===== src/logic/opdec_regs.svh =====
// Constants of the stack processor instruction decoder
`ifndef OPDEC_REGS_SVH
`define OPDEC_REGS_SVH
`define BUS_IDX      5'h00
`define BUS_IDX_POP  5'h01
`define BUS_IDX_SHL  5'h02
`define BUS_PC       5'h07
`define GRP_BR_ZERO  4'h8
`define GRP_BR_MISC  4'h9
`define GRP_ALU      4'ha
`define GRP_BUS      4'hb
`define GRP_USER     4'hc
`define GRP_LONG     4'hd
`define POS_RET      5
`define POS_INV      8
`define POS_BR_MODE  11
`define NIB_PAGE     4'hd
`define NIB_SOFT     4'h0
`define RESET_WORD   16'h0000
`endif


===== src/logic/opdec_pkg.sv =====
// Types of the stack processor instruction decoder
package opdec_pkg;
   typedef enum logic [3:0] {
      OP_NONE, OP_CALL, OP_BRANCH, OP_BR_DEC, OP_LIT, OP_BUS_RD, OP_BUS_WR,
      OP_USER, OP_ALU, OP_LONG, OP_MEM, OP_PAGE, OP_SOFT
   } op_class_t;
   typedef struct packed {
      logic        valid;
      op_class_t   op;
      logic        ret;
      logic        inv;
      logic        push_ps;
      logic        pop_ps;
      logic        pop_rs;
      logic        push_rs;
      logic        ret_first;
      logic        idx_load;
      logic        idx_pop;
      logic        stream;
      logic        take_branch;
      logic        sel_data_page;
      logic        sel_code_page;
      logic [15:0] operand;
      logic [4:0]  bus_addr;
      logic [4:0]  user_addr;
      logic [15:0] target;
      logic [15:0] next_index;
   } dec_out_t;
   typedef struct packed {
      dec_out_t    dec;
      logic        soft_irq;
      logic [15:0] index;
   } dec_state_t;
endpackage


===== src/logic/opcode_decoder.sv =====
// Instruction word decoder for the stack processor
`timescale 1ns/10ps
`include "opdec_regs.svh"
module opcode_decoder (
   // Clock and reset
   input  wire logic                clk_i,
   input  wire logic                resetn_i,
   // Instruction and machine state
   input  wire logic                instr_valid_i,
   input  wire logic [15:0]         instr_i,
   input  wire logic [15:0]         top_i,
   input  wire logic [15:0]         pc_i,
   input  wire logic [15:0]         code_page_reg_i,
   // Decoded control
   output opdec_pkg::dec_out_t      dec_o,
   output logic                     software_irq_flag_o,
   output logic [15:0]              index_o
);
   import opdec_pkg::*;

   dec_state_t st;
   dec_state_t next_st;

   // ---------------------------------------------------------------
   // Decode
   // ---------------------------------------------------------------
   always_comb begin
      logic [3:0] grp;
      logic [4:0] ga;
      logic       r;
      logic       wr;
      grp = instr_i[15:12];
      ga  = instr_i[4:0];
      r   = instr_i[`POS_RET];
      wr  = instr_i[7];
      next_st = st;
      next_st.dec = '0;
      next_st.dec.next_index = st.index;
      if (instr_valid_i) begin
         next_st.dec.valid = 1'b1;
         if (!instr_i[15]) begin
            next_st.dec.op = OP_CALL;
            next_st.dec.push_rs = 1'b1;
            next_st.dec.target = {instr_i[14:0], 1'b0};
         end else begin
            next_st.dec.ret = r;
            next_st.dec.inv = instr_i[`POS_INV]
               && (instr_i[11:9] == 3'h0 || instr_i[11:9] == 3'h7);
            case (grp)
               `GRP_BR_ZERO, `GRP_BR_MISC: begin
                  next_st.dec.ret = 1'b0;
                  next_st.dec.inv = 1'b0;
                  next_st.dec.target = {3'h0, instr_i[12:0]};
                  next_st.dec.target[12] = 1'b0;
                  if (grp == `GRP_BR_ZERO) begin
                     next_st.dec.op = OP_BRANCH;
                     next_st.dec.take_branch = (top_i == 16'h0000);
                     next_st.dec.pop_ps = !instr_i[`POS_BR_MODE];
                  end else if (!instr_i[`POS_BR_MODE]) begin
                     next_st.dec.op = OP_BRANCH;
                     next_st.dec.take_branch = 1'b1;
                  end else begin
                     next_st.dec.op = OP_BR_DEC;
                     next_st.dec.take_branch = (st.index != 16'h0000);
                     next_st.dec.idx_pop = (st.index == 16'h0000);
                     next_st.dec.next_index = st.index - 16'h0001;
                  end
               end
               `GRP_BUS: begin
                  if (instr_i[6]) begin
                     next_st.dec.op = OP_LIT;
                     next_st.dec.push_ps = 1'b1;
                     next_st.dec.operand = {11'h000, instr_i[4:0]};
                  end else if (instr_i[11:8] == 4'h0 && instr_i[4:0] == {1'b1, `NIB_SOFT}) begin
                     next_st.dec.op = OP_SOFT;
                     if (instr_i[3:0] == `NIB_SOFT) begin
                        next_st.soft_irq = wr;
                     end
                  end else if (instr_i[11:8] == 4'h0 && instr_i[4:0] == {1'b0, `NIB_PAGE}) begin
                     next_st.dec.op = OP_PAGE;
                     next_st.dec.sel_data_page = wr;
                     next_st.dec.sel_code_page = !wr;
                  end else begin
                     next_st.dec.op = wr ? OP_BUS_WR : OP_BUS_RD;
                     next_st.dec.bus_addr = ga;
                     // Bus space reaches on-chip registers too
                     if (!wr) begin
                        case (ga)
                           `BUS_IDX: begin
                              next_st.dec.push_ps = 1'b1;
                              next_st.dec.operand = r ? top_i : st.index;
                           end
                           `BUS_IDX_POP: begin
                              next_st.dec.push_ps = 1'b1;
                              next_st.dec.operand = r ? top_i : st.index;
                              next_st.dec.pop_rs = !r;
                           end
                           `BUS_IDX_SHL: begin
                              next_st.dec.push_ps = 1'b1;
                              next_st.dec.operand = {st.index[14:0], 1'b0};
                           end
                           `BUS_PC: begin
                              next_st.dec.push_ps = 1'b1;
                              next_st.dec.operand = pc_i;
                           end
                           default: ;
                        endcase
                     end else begin
                        case (ga)
                           `BUS_IDX, `BUS_IDX_POP, `BUS_IDX_SHL: begin
                              next_st.dec.idx_load = 1'b1;
                              next_st.dec.next_index = top_i;
                              next_st.dec.ret_first = r;
                              next_st.dec.pop_ps = (ga != `BUS_IDX) || r;
                              next_st.dec.stream = (ga == `BUS_IDX_SHL);
                           end
                           `BUS_PC: begin
                              next_st.dec.pop_ps = 1'b1;
                              next_st.dec.push_rs = 1'b1;
                              if (!r) begin
                                 next_st.dec.op = OP_CALL;
                                 next_st.dec.target = top_i;
                              end
                           end
                           default: ;
                        endcase
                     end
                  end
               end
               `GRP_USER: begin
                  next_st.dec.op = OP_USER;
                  next_st.dec.user_addr = instr_i[4:0];
               end
               `GRP_ALU: next_st.dec.op = OP_ALU;
               `GRP_LONG: next_st.dec.op = OP_LONG;
               4'he, 4'hf: next_st.dec.op = OP_MEM;
               default: next_st.dec.op = OP_NONE;
            endcase
         end
      end
      next_st.index = next_st.dec.next_index;
      if (!resetn_i) begin
         next_st = '0;
         next_st.index = `RESET_WORD;
      end
   end

   always_ff @(posedge clk_i) begin
      st <= next_st;
   end

   assign dec_o               = st.dec;
   assign software_irq_flag_o = st.soft_irq;
   assign index_o             = st.index;

   // ---------------------------------------------------------------
   // Checks
   // ---------------------------------------------------------------
   property p_lit;
      @(posedge clk_i) disable iff (!resetn_i)
      (instr_valid_i && instr_i[15:12] == `GRP_BUS && instr_i[6])
         |=> (dec_o.op == OP_LIT && dec_o.operand == {11'h000, $past(instr_i[4:0])});
   endproperty
   a_lit: assert property (p_lit) else $error("short literal wrong");

   property p_call;
      @(posedge clk_i) disable iff (!resetn_i)
      (instr_valid_i && !instr_i[15])
         |=> (dec_o.op == OP_CALL && dec_o.target == {$past(instr_i[14:0]), 1'b0});
   endproperty
   a_call: assert property (p_call) else $error("call target wrong");

   property p_ret_br;
      @(posedge clk_i) disable iff (!resetn_i)
      (instr_valid_i && instr_i[15:13] == 3'h4) |=> !dec_o.ret;
   endproperty
   a_ret_br: assert property (p_ret_br) else $error("return on branch");

   property p_ret_bit;
      @(posedge clk_i) disable iff (!resetn_i)
      (instr_valid_i && instr_i[15:13] != 3'h4 && instr_i[15]) |=> dec_o.ret == $past(instr_i[5]);
   endproperty
   a_ret_bit: assert property (p_ret_bit) else $error("return bit lost");

   property p_brz;
      @(posedge clk_i) disable iff (!resetn_i)
      (instr_valid_i && instr_i[15:12] == `GRP_BR_ZERO)
         |=> dec_o.take_branch == ($past(top_i) == 16'h0000);
   endproperty
   a_brz: assert property (p_brz) else $error("zero branch wrong");

   property p_dec;
      @(posedge clk_i) disable iff (!resetn_i)
      (instr_valid_i && instr_i[15:11] == 5'h13 && index_o != 16'h0000)
         |=> (dec_o.take_branch && index_o == $past(index_o) - 16'h0001);
   endproperty
   a_dec: assert property (p_dec) else $error("decrement branch wrong");

   property p_wr_idx;
      @(posedge clk_i) disable iff (!resetn_i)
      (instr_valid_i && instr_i[15:12] == `GRP_BUS && instr_i[11:5] == 7'h04
         && instr_i[4:0] == `BUS_IDX) |=> (index_o == $past(top_i) && !dec_o.pop_ps);
   endproperty
   a_wr_idx: assert property (p_wr_idx) else $error("index write wrong");

   property p_soft;
      @(posedge clk_i) disable iff (!resetn_i)
      (instr_valid_i && instr_i[15:8] == 8'hb0 && instr_i[6] == 1'b0 && instr_i[4:0] == 5'h10)
         |=> software_irq_flag_o == $past(instr_i[7]);
   endproperty
   a_soft: assert property (p_soft) else $error("soft irq flag wrong");

   property p_rd_pc;
      @(posedge clk_i) disable iff (!resetn_i)
      (instr_valid_i && instr_i[15:12] == `GRP_BUS && instr_i[11:6] == 6'h00
         && instr_i[4:0] == `BUS_PC) |=> dec_o.operand == $past(pc_i);
   endproperty
   a_rd_pc: assert property (p_rd_pc) else $error("pc read wrong");

   property p_user;
      @(posedge clk_i) disable iff (!resetn_i)
      (instr_valid_i && instr_i[15:12] == `GRP_USER)
         |=> (dec_o.op == OP_USER && dec_o.user_addr == $past(instr_i[4:0]));
   endproperty
   a_user: assert property (p_user) else $error("user address wrong");

   property p_bus_addr;
      @(posedge clk_i) disable iff (!resetn_i)
      (instr_valid_i && instr_i[15:12] == `GRP_BUS && !instr_i[6] && instr_i[11:8] != 4'h0)
         |=> dec_o.bus_addr == $past(instr_i[4:0]);
   endproperty
   a_bus_addr: assert property (p_bus_addr) else $error("bus address wrong");

   property p_rd_idx;
      @(posedge clk_i) disable iff (!resetn_i)
      (instr_valid_i && instr_i[15:12] == `GRP_BUS && instr_i[11:5] == 7'h00
         && instr_i[4:0] == `BUS_IDX) |=> (dec_o.operand == $past(index_o) && !dec_o.pop_rs);
   endproperty
   a_rd_idx: assert property (p_rd_idx) else $error("index read wrong");

   property p_rd_pop;
      @(posedge clk_i) disable iff (!resetn_i)
      (instr_valid_i && instr_i[15:12] == `GRP_BUS && instr_i[11:5] == 7'h00
         && instr_i[4:0] == `BUS_IDX_POP) |=> (dec_o.operand == $past(index_o) && dec_o.pop_rs);
   endproperty
   a_rd_pop: assert property (p_rd_pop) else $error("popping read wrong");

   property p_rd_top;
      @(posedge clk_i) disable iff (!resetn_i)
      (instr_valid_i && instr_i[15:12] == `GRP_BUS && instr_i[11:5] == 7'h01
         && instr_i[4:0] == `BUS_IDX_POP)
         |=> (dec_o.operand == $past(top_i) && !dec_o.pop_rs && dec_o.ret);
   endproperty
   a_rd_top: assert property (p_rd_top) else $error("top read wrong");

   property p_rd_shl;
      @(posedge clk_i) disable iff (!resetn_i)
      (instr_valid_i && instr_i[15:12] == `GRP_BUS && instr_i[11:6] == 6'h00
         && instr_i[4:0] == `BUS_IDX_SHL)
         |=> (dec_o.operand == {$past(index_o[14:0]), 1'b0} && !dec_o.pop_rs);
   endproperty
   a_rd_shl: assert property (p_rd_shl) else $error("shifted read wrong");

   property p_stream;
      @(posedge clk_i) disable iff (!resetn_i)
      (instr_valid_i && instr_i[15:12] == `GRP_BUS && instr_i[11:5] == 7'h04
         && instr_i[4:0] == `BUS_IDX_SHL)
         |=> (dec_o.stream && dec_o.pop_ps && index_o == $past(top_i));
   endproperty
   a_stream: assert property (p_stream) else $error("stream count wrong");

   property p_wr_call;
      @(posedge clk_i) disable iff (!resetn_i)
      (instr_valid_i && instr_i[15:12] == `GRP_BUS && instr_i[11:5] == 7'h04
         && instr_i[4:0] == `BUS_PC)
         |=> (dec_o.op == OP_CALL && dec_o.target == $past(top_i) && dec_o.pop_ps);
   endproperty
   a_wr_call: assert property (p_wr_call) else $error("indirect call wrong");

   property p_wr_ret;
      @(posedge clk_i) disable iff (!resetn_i)
      (instr_valid_i && instr_i[15:12] == `GRP_BUS && instr_i[11:5] == 7'h05
         && instr_i[4:0] == `BUS_PC) |=> (dec_o.push_rs && dec_o.ret && dec_o.pop_ps);
   endproperty
   a_wr_ret: assert property (p_wr_ret) else $error("push and return wrong");

   property p_ret_first;
      @(posedge clk_i) disable iff (!resetn_i)
      (instr_valid_i && instr_i[15:12] == `GRP_BUS && instr_i[11:5] == 7'h05
         && (instr_i[4:0] == `BUS_IDX || instr_i[4:0] == `BUS_IDX_POP))
         |=> (dec_o.ret_first && dec_o.idx_load && index_o == $past(top_i));
   endproperty
   a_ret_first: assert property (p_ret_first) else $error("return first wrong");

   property p_page;
      @(posedge clk_i) disable iff (!resetn_i)
      (instr_valid_i && instr_i[15:8] == 8'hb0 && !instr_i[6] && instr_i[4:0] == 5'h0d)
         |=> (dec_o.op == OP_PAGE && dec_o.sel_data_page == $past(instr_i[7])
              && dec_o.sel_code_page == !$past(instr_i[7]));
   endproperty
   a_page: assert property (p_page) else $error("page select wrong");

   property p_inv;
      @(posedge clk_i) disable iff (!resetn_i)
      (instr_valid_i && instr_i[15] && instr_i[15:13] != 3'h4 && instr_i[11:9] == 3'h0)
         |=> dec_o.inv == $past(instr_i[`POS_INV]);
   endproperty
   a_inv: assert property (p_inv) else $error("invert bit wrong");

   property p_unlisted;
      @(posedge clk_i) disable iff (!resetn_i)
      (instr_valid_i && instr_i[15:12] == `GRP_BUS && instr_i[7:6] == 2'b10
         && instr_i[4:3] != 2'b00)
         |=> (!dec_o.idx_load && !dec_o.push_rs && index_o == $past(index_o));
   endproperty
   a_unlisted: assert property (p_unlisted) else $error("unlisted write acted");

   property p_valid;
      @(posedge clk_i) disable iff (!resetn_i)
      1'b1 |=> dec_o.valid == $past(instr_valid_i);
   endproperty
   a_valid: assert property (p_valid) else $error("decode valid wrong");

   property p_flag_hold;
      @(posedge clk_i) disable iff (!resetn_i)
      !(instr_valid_i && instr_i[15:8] == 8'hb0 && !instr_i[6] && instr_i[4:0] == 5'h10)
         |=> $stable(software_irq_flag_o);
   endproperty
   a_flag_hold: assert property (p_flag_hold) else $error("soft flag moved");
endmodule


===== config.mk =====
export PLATFORM = sky130hd
export DESIGN_NAME = opcode_decoder
export DESIGN_NICKNAME = d
export VERILOG_FILES = /design/src/logic/opdec_pkg.sv /design/src/logic/opcode_decoder.sv
export VERILOG_INCLUDE_DIRS = /design/src /design/src/logic
export SDC_FILE = /design/constraint.sdc
export NUM_CORES = 1
export LEC_CHECK = 0
export BUFFER_PORTS_ARGS = -buffer_cell sky130_fd_sc_hd__buf_2
export CORE_MARGIN = 2
export CORE_UTILIZATION = 52
export CTS_CLUSTER_DIAMETER = 150
export DETAILED_ROUTE_END_ITERATION = 12
export PLACE_DENSITY = 0.95
export SYNTH_ARGS = -nofsm -noshare
export SYNTH_HDL_FRONTEND = slang
export SYNTH_SLANG_ARGS = --single-unit

===== constraint.sdc =====
create_clock -name clk_i -period 4.29 [get_ports clk_i]
set_clock_uncertainty 0.15 [all_clocks]
set_input_delay 0 -clock clk_i [delete_from_list [all_inputs] [get_ports clk_i]]
set_output_delay 0 -clock clk_i [all_outputs]
set_load 0.1 [all_outputs]

# Yosys cells after proc, flatten, opt, wreduce, memory -nomap -nowiden
# Index checks and enable logic that the tools add are counted.
[totals]
out_inout_bits = 93
elab_cells = 165
inputBits = 67
regBits = 77
[op_classes]
reduce_logical = 37
eq_ne = 21
n_addsub = 1
muxes = 71
n_bitwise = 11
[ops]
columns = ["operator", "count"]
rows = [
  ["16-bit two-way mux", 9],
  ["32-bit two-way mux", 3],
  ["77-bit two-way mux", 1],
  ["33-bit two-way mux", 2],
  ["32-bit one-hot mux with 2 select lines", 1],
  ["16-bit one-hot mux with 3 select lines", 1],
  ["23-bit two-way mux", 2],
  ["4-bit == test (second input constant)", 8],
  ["16-bit logical NOT", 2],
  ["4-bit two-way mux", 8],
  ["1-bit two-way mux", 26],
  ["4-bit one-hot mux with 6 select lines", 1],
  ["21-bit two-way mux", 1],
  ["5-bit two-way mux", 4],
  ["9-bit OR reduction", 2],
  ["17-bit two-way mux", 1],
  ["16-bit nonzero test", 1],
  ["8-bit OR reduction", 2],
  ["16-bit by 1-bit subtractor with 16-bit output (second input constant)", 1],
  ["7-bit OR reduction", 2],
  ["6-bit two-way mux", 2],
  ["2-bit inequality test (second input constant)", 6],
  ["4-bit AND reduction", 3],
  ["1-bit NOT", 11],
  ["other kinds (27)", 41],
]

# Longest topological paths before layout
[depth]
ltp_word = 10
depth_mapped = 8
mapped_depth_nobuf = 7

# Least setup slack after synthesis
# Ideal clock, no wire load.
[synth_timing]
kind = "register -> register"
startpoint = "register st (netlist bit index_o[0])"
endpoint = "register st (netlist bit index_o[10])"
synth_period_minus_slack_ps = 2509
n_path_buf = 0
t_required_ps = 4012
arrival_ps = 2230
setup_ps = 128
setup_slack_ps = 1781
path_stages_with_launch = 8
path_cell_list = "dfxtp_1 -> inv_1 -> ha_1 -> nor3b_1 -> nand2_1 -> o31a_1 -> o211ai_1 -> o21ai_0"
[synth_between]
elab_chain_cells = 4
[synth_lines]
columns = ["item", "line", "rtl"]
rows = [
  ["from (decl)", "opcode_decoder.sv:21", "dec_state_t st;"],
  ["from (signal assigned)", "opcode_decoder.sv:149", "st <= next_st;"],
  ["16-bit by 1-bit subtractor with 16-bit output", "opcode_decoder.sv:66", "next_st.dec.next_index = st.index - 16'h0001;"],
  ["16-bit two-way mux", "opcode_decoder.sv:59", "end else if (!instr_i[`POS_BR_MODE]) begin"],
  ["16-bit two-way mux", "opcode_decoder.sv:55", "if (grp == `GRP_BR_ZERO) begin"],
  ["32-bit one-hot mux with 2 select lines", "opcode_decoder.sv:49", "case (grp)"],
]
# Every way passes these cells. The select of a mux whose other input is x is not followed.
# A chain may end at the register's enable or synchronous reset.

# Worst setup path in the final report
[layout_timing]
startpoint = "input port instr_i[13]"
endpoint = "register st (netlist bit dec_o[26])"
[layout_between]
elab_chain_cells = 4
elab_cells_between_ends = 6
classes_between = "3 x eq/ne; 2 x mux; 1 x reduce/logical"
[layout_lines]
columns = ["item", "line", "rtl"]
rows = [
  ["from (decl)", "opcode_decoder.sv:10", "input wire logic [15:0] instr_i,"],
  ["4-bit == test", "opcode_decoder.sv:49", ""],
  ["2-bit OR reduction", "opcode_decoder.sv:49", ""],
  ["32-bit one-hot mux with 2 select lines *", "opcode_decoder.sv:49", ""],
  ["16-bit two-way mux *", "opcode_decoder.sv:41", "if (!instr_i[15]) begin"],
]
# Every way passes the cells marked *; elsewhere a longest branch is shown, timed or not.

==> flow_summary.yaml <==
clocking:
  cts_root_buffer: "clkbuf_8"
  cts_tree: "built"
  cts_resized: 0
  cts_num_sinks: 77
  postCtsHoldBufs: 59
  clk_path_buf_depth: 2
  insertion_delay_ns: 0.36
  htreeDepth: 3
  numCtsBuffers: 9
  cts.clk_slew.worst_paths_ns: 0.08
  post-cts-setup-buffers: 0
run_status:
  outcome: "finished, final reports clean"
logic_synthesis:
  synth-seq-cells: 77
  synthTopCellsByCount: "dfxtp_1 (77), nor2_1 (44), nand2_1 (36)"
  synth_area_per_cell_sq_um: 8.51
  yosysTopAreaCell: "dfxtp_1"
  synth_edf_count: 0
  async_reset_ff_share_pct: 0
  synthesis.area_sq_um: 3790
  synth.most_common_cell: "dfxtp_1"
  synthFlopType: "dfxtp_1"
  yosysTopAreaCellShare_pct: 40.7
  synth_cell_type_count: 49
  yosysSeqAreaShare_pct: 40.7
  synthTopCellsByArea: "dfxtp_1 (41%), a22oi_1 (4.6%), mux2_2 (4.5%)"
  yosysWarningCount: 0
  synth_cells: 445
  syn-num-nets: 513
placed_design:
  gp_congestion: 0.920
  portBuffers: 143
  dp_hpwl_um: 8260
  postPlaceCellArea_sq_um: 4400
worst_setup_path:
  cp_num_buf_inv: 3
  timing.critical_path.mode_cell: "dlygate4sd3_1"
  rr_worst_depth: 8
  crit_slowest_cell: "nor4_2"
  r2r_end: "index_o[6]"
  critPathKind: "in -> reg"
  ff2ff_setup_slack_ns: 1.26
  r2r_start: "index_o[0]"
  cp-endpoint: "dec_o[26]"
  cp_slowest_stage_delay_ns: 0.88
  cp_data_arrival_time_ns: 3.32
  worstSetupStartpoint: "instr_i[13]"
  cp_top_family: "simple AND/OR/NAND/NOR gates"
  cp_max_fo: 13
  cp.depth: 8
  cp_cell_sequence: "dlygate4sd3_1 > buf_2 > nand4b_1 > nand2b_1 > nor4_2 > a22oi_1 > dlygate4sd3_1 > a211oi_1"
  cp-start-kind: "primary input"
  worstPathRequired_ns: 4.40
  cp-end-kind: "flip-flop"
floorplan:
  dieArea_sq_um: 7980
  rows: 31
  core_area_sq_um: 7140
  io-pin-count: 160
  die_w_um: 89.3
  start_util_pct: 53.1
  die-height_um: 89.3
detailed_routing:
  wl_per_cell_um: 20.2
  vias_per_cell: 6.51
  initialDrtViolationCount: 831
  drc_errors: 0
  firstDrtPassIters: 8
  ant_nets: 0
  routed-via-count: 4627
  wl_um: 14400
timing:
  worst_pin_slew_ns: 1.21
  relSlewSlack_pct: 18.7
  finalCritPeriodShare_pct: 75.0
  setup_violations: 0
  hold_viol: 0
  rsz0062_at_grt: "no"
  tns_ns: 0
  post-route-min-period_ns: 3.22
  drv_slew: 0
  fmax_ghz: 0.311
layout:
  area_growth_pct: 37.5
  finish.instance_area_sq_um: 5210
  register_area_sq_um: 1540
  drive_above_1_share_pct: 29.9
  fill_cells: 494
  diodes: 0
  nNetsFinal: 676
  multi_input_area_sq_um: 1980
power_and_ir_drop:
  p_seq_share_pct: 44.3
  internal_power_w: 0.00116
  leakage_nw: 2.30
  vdd_ir_drop_max_v: 0.000166
  power_density_nw_per_um2: 316
  sw_frac_of_total_pct: 29.4
  combPwrFrac_pct: 18.1
  switchingPower_w: 0.000485
  pwr-share-clk_pct: 37.6
global_route:
  grt_antenna_before_repair: 0
  grt_max_degree: 33
  grt_pass1_vias: 4231
  track_usage_pct: 34.9
  grt_overflow_total: 0
  grt_pass1_wl_um: 21200
job:
  cap_violations: 0
worst_hold_path:
  hold_class: "in -> reg"
-- metrics by stage --
step           cells  total power [W]  worst slack [ns]  hold slack (ns)  util (%)
4_1_cts          711          0.00161              1.19           0.0188      72.9
5_1_grt          711          0.00168             0.902           0.0482      72.9
3_5_place_dp     637         0.000989              1.60            0.127      61.7
6_report         711          0.00165              1.07           0.0449      72.9
2_1_floorplan    445         0.000921              1.78          -0.0243         -
3_3_place_gp     637         0.000985              1.71            0.139      61.7
-- cell usage in the layout (no fill, tap or decap), types with 6 or more instances in the layout --
cell and count:
buf_2 143, a22oi_1 23, mux2_2 15, nor3_1 9, and3_1 8, o21ai_0 23, nand3_1 6, a211oi_1 11
o211ai_1 7, nand2_1 36, dfxtp_1 77, and2_1 12, dlygate4sd3_1 59, nor4_1 9, clkbuf_8 10, a21oi_1 30
nor2_1 44
-- cell families (layout without fill, tap and decap cells) --
group	after synthesis	in the layout	synth area share [%]
muxes	17	17	4.99
buffers and inverters	57	224	7.47
xor gates and xnor gates	6	6	1.39
adders and majority gates	1	1	0.330
and+or+nand+nor	159	159	22.0
AOI/OAI and AO/OA	128	128	23.1
DFF	77	77	40.7
-- routing by layer --
layer,GRT usage (%),wire length [um],up-vias
met4,25.9,1140,0
met3,9.70,1940,147
met1,39.9,4810,2050
met2,55.2,6470,481
li1,-,-,1949
met5,0.649,0,-
-- registers in the layout, indices dropped and copies added (netlist names) --
register and flops:
index_o 16, dec_o 60, software_irq_flag_o 1
-- worst min path at each step --
stage | cells past startpoint | slack, ns | startpoint | end
finish | 3 | 0.04 | instr_i[15] | dec_o[18]
global route | 3 | 0.05 | instr_i[15] | dec_o[18]
CTS | 3 | 0.02 | instr_i[15] | dec_o[20]
detailed placement | 2 | 0.13 | top_i[14] | dec_o[30]
global placement | 2 | 0.14 | top_i[14] | dec_o[30]
floorplan | 1 | -0.02 | top_i[12] | dec_o[28]
-- worst register-to-register path, stage by stage (launching register included) --
cell and delay [ns]:
dfxtp_1 0.39, inv_1 0.12, ha_1 0.19, nor3b_1 0.78
nand2_1 0.16, xnor2_1 0.17, a221oi_1 0.28, nor2_1 0.10
dlygate4sd3_1 0.58
-- power by group through the flow --
stage	sequential, W	combinational (W)	clock [W]
finish	0.000730	0.000298	0.000620
global route	0.000731	0.000309	0.000639
CTS	0.000730	0.000282	0.000602
detailed placement	0.000746	0.000243	0
global placement	0.000746	0.000239	0
floorplan	0.000817	0.000104	0
-- layout make-up --
class,instances,area share [%]
clock buffer,12,2.79
clock inverter,3,1.32
inverter,3,0.216
multi-input combinational,311,38.0
sequential,77,29.6
tap,99,2.38
timing repair buffer,206,25.7
Power figures use the tool's default switching activity.
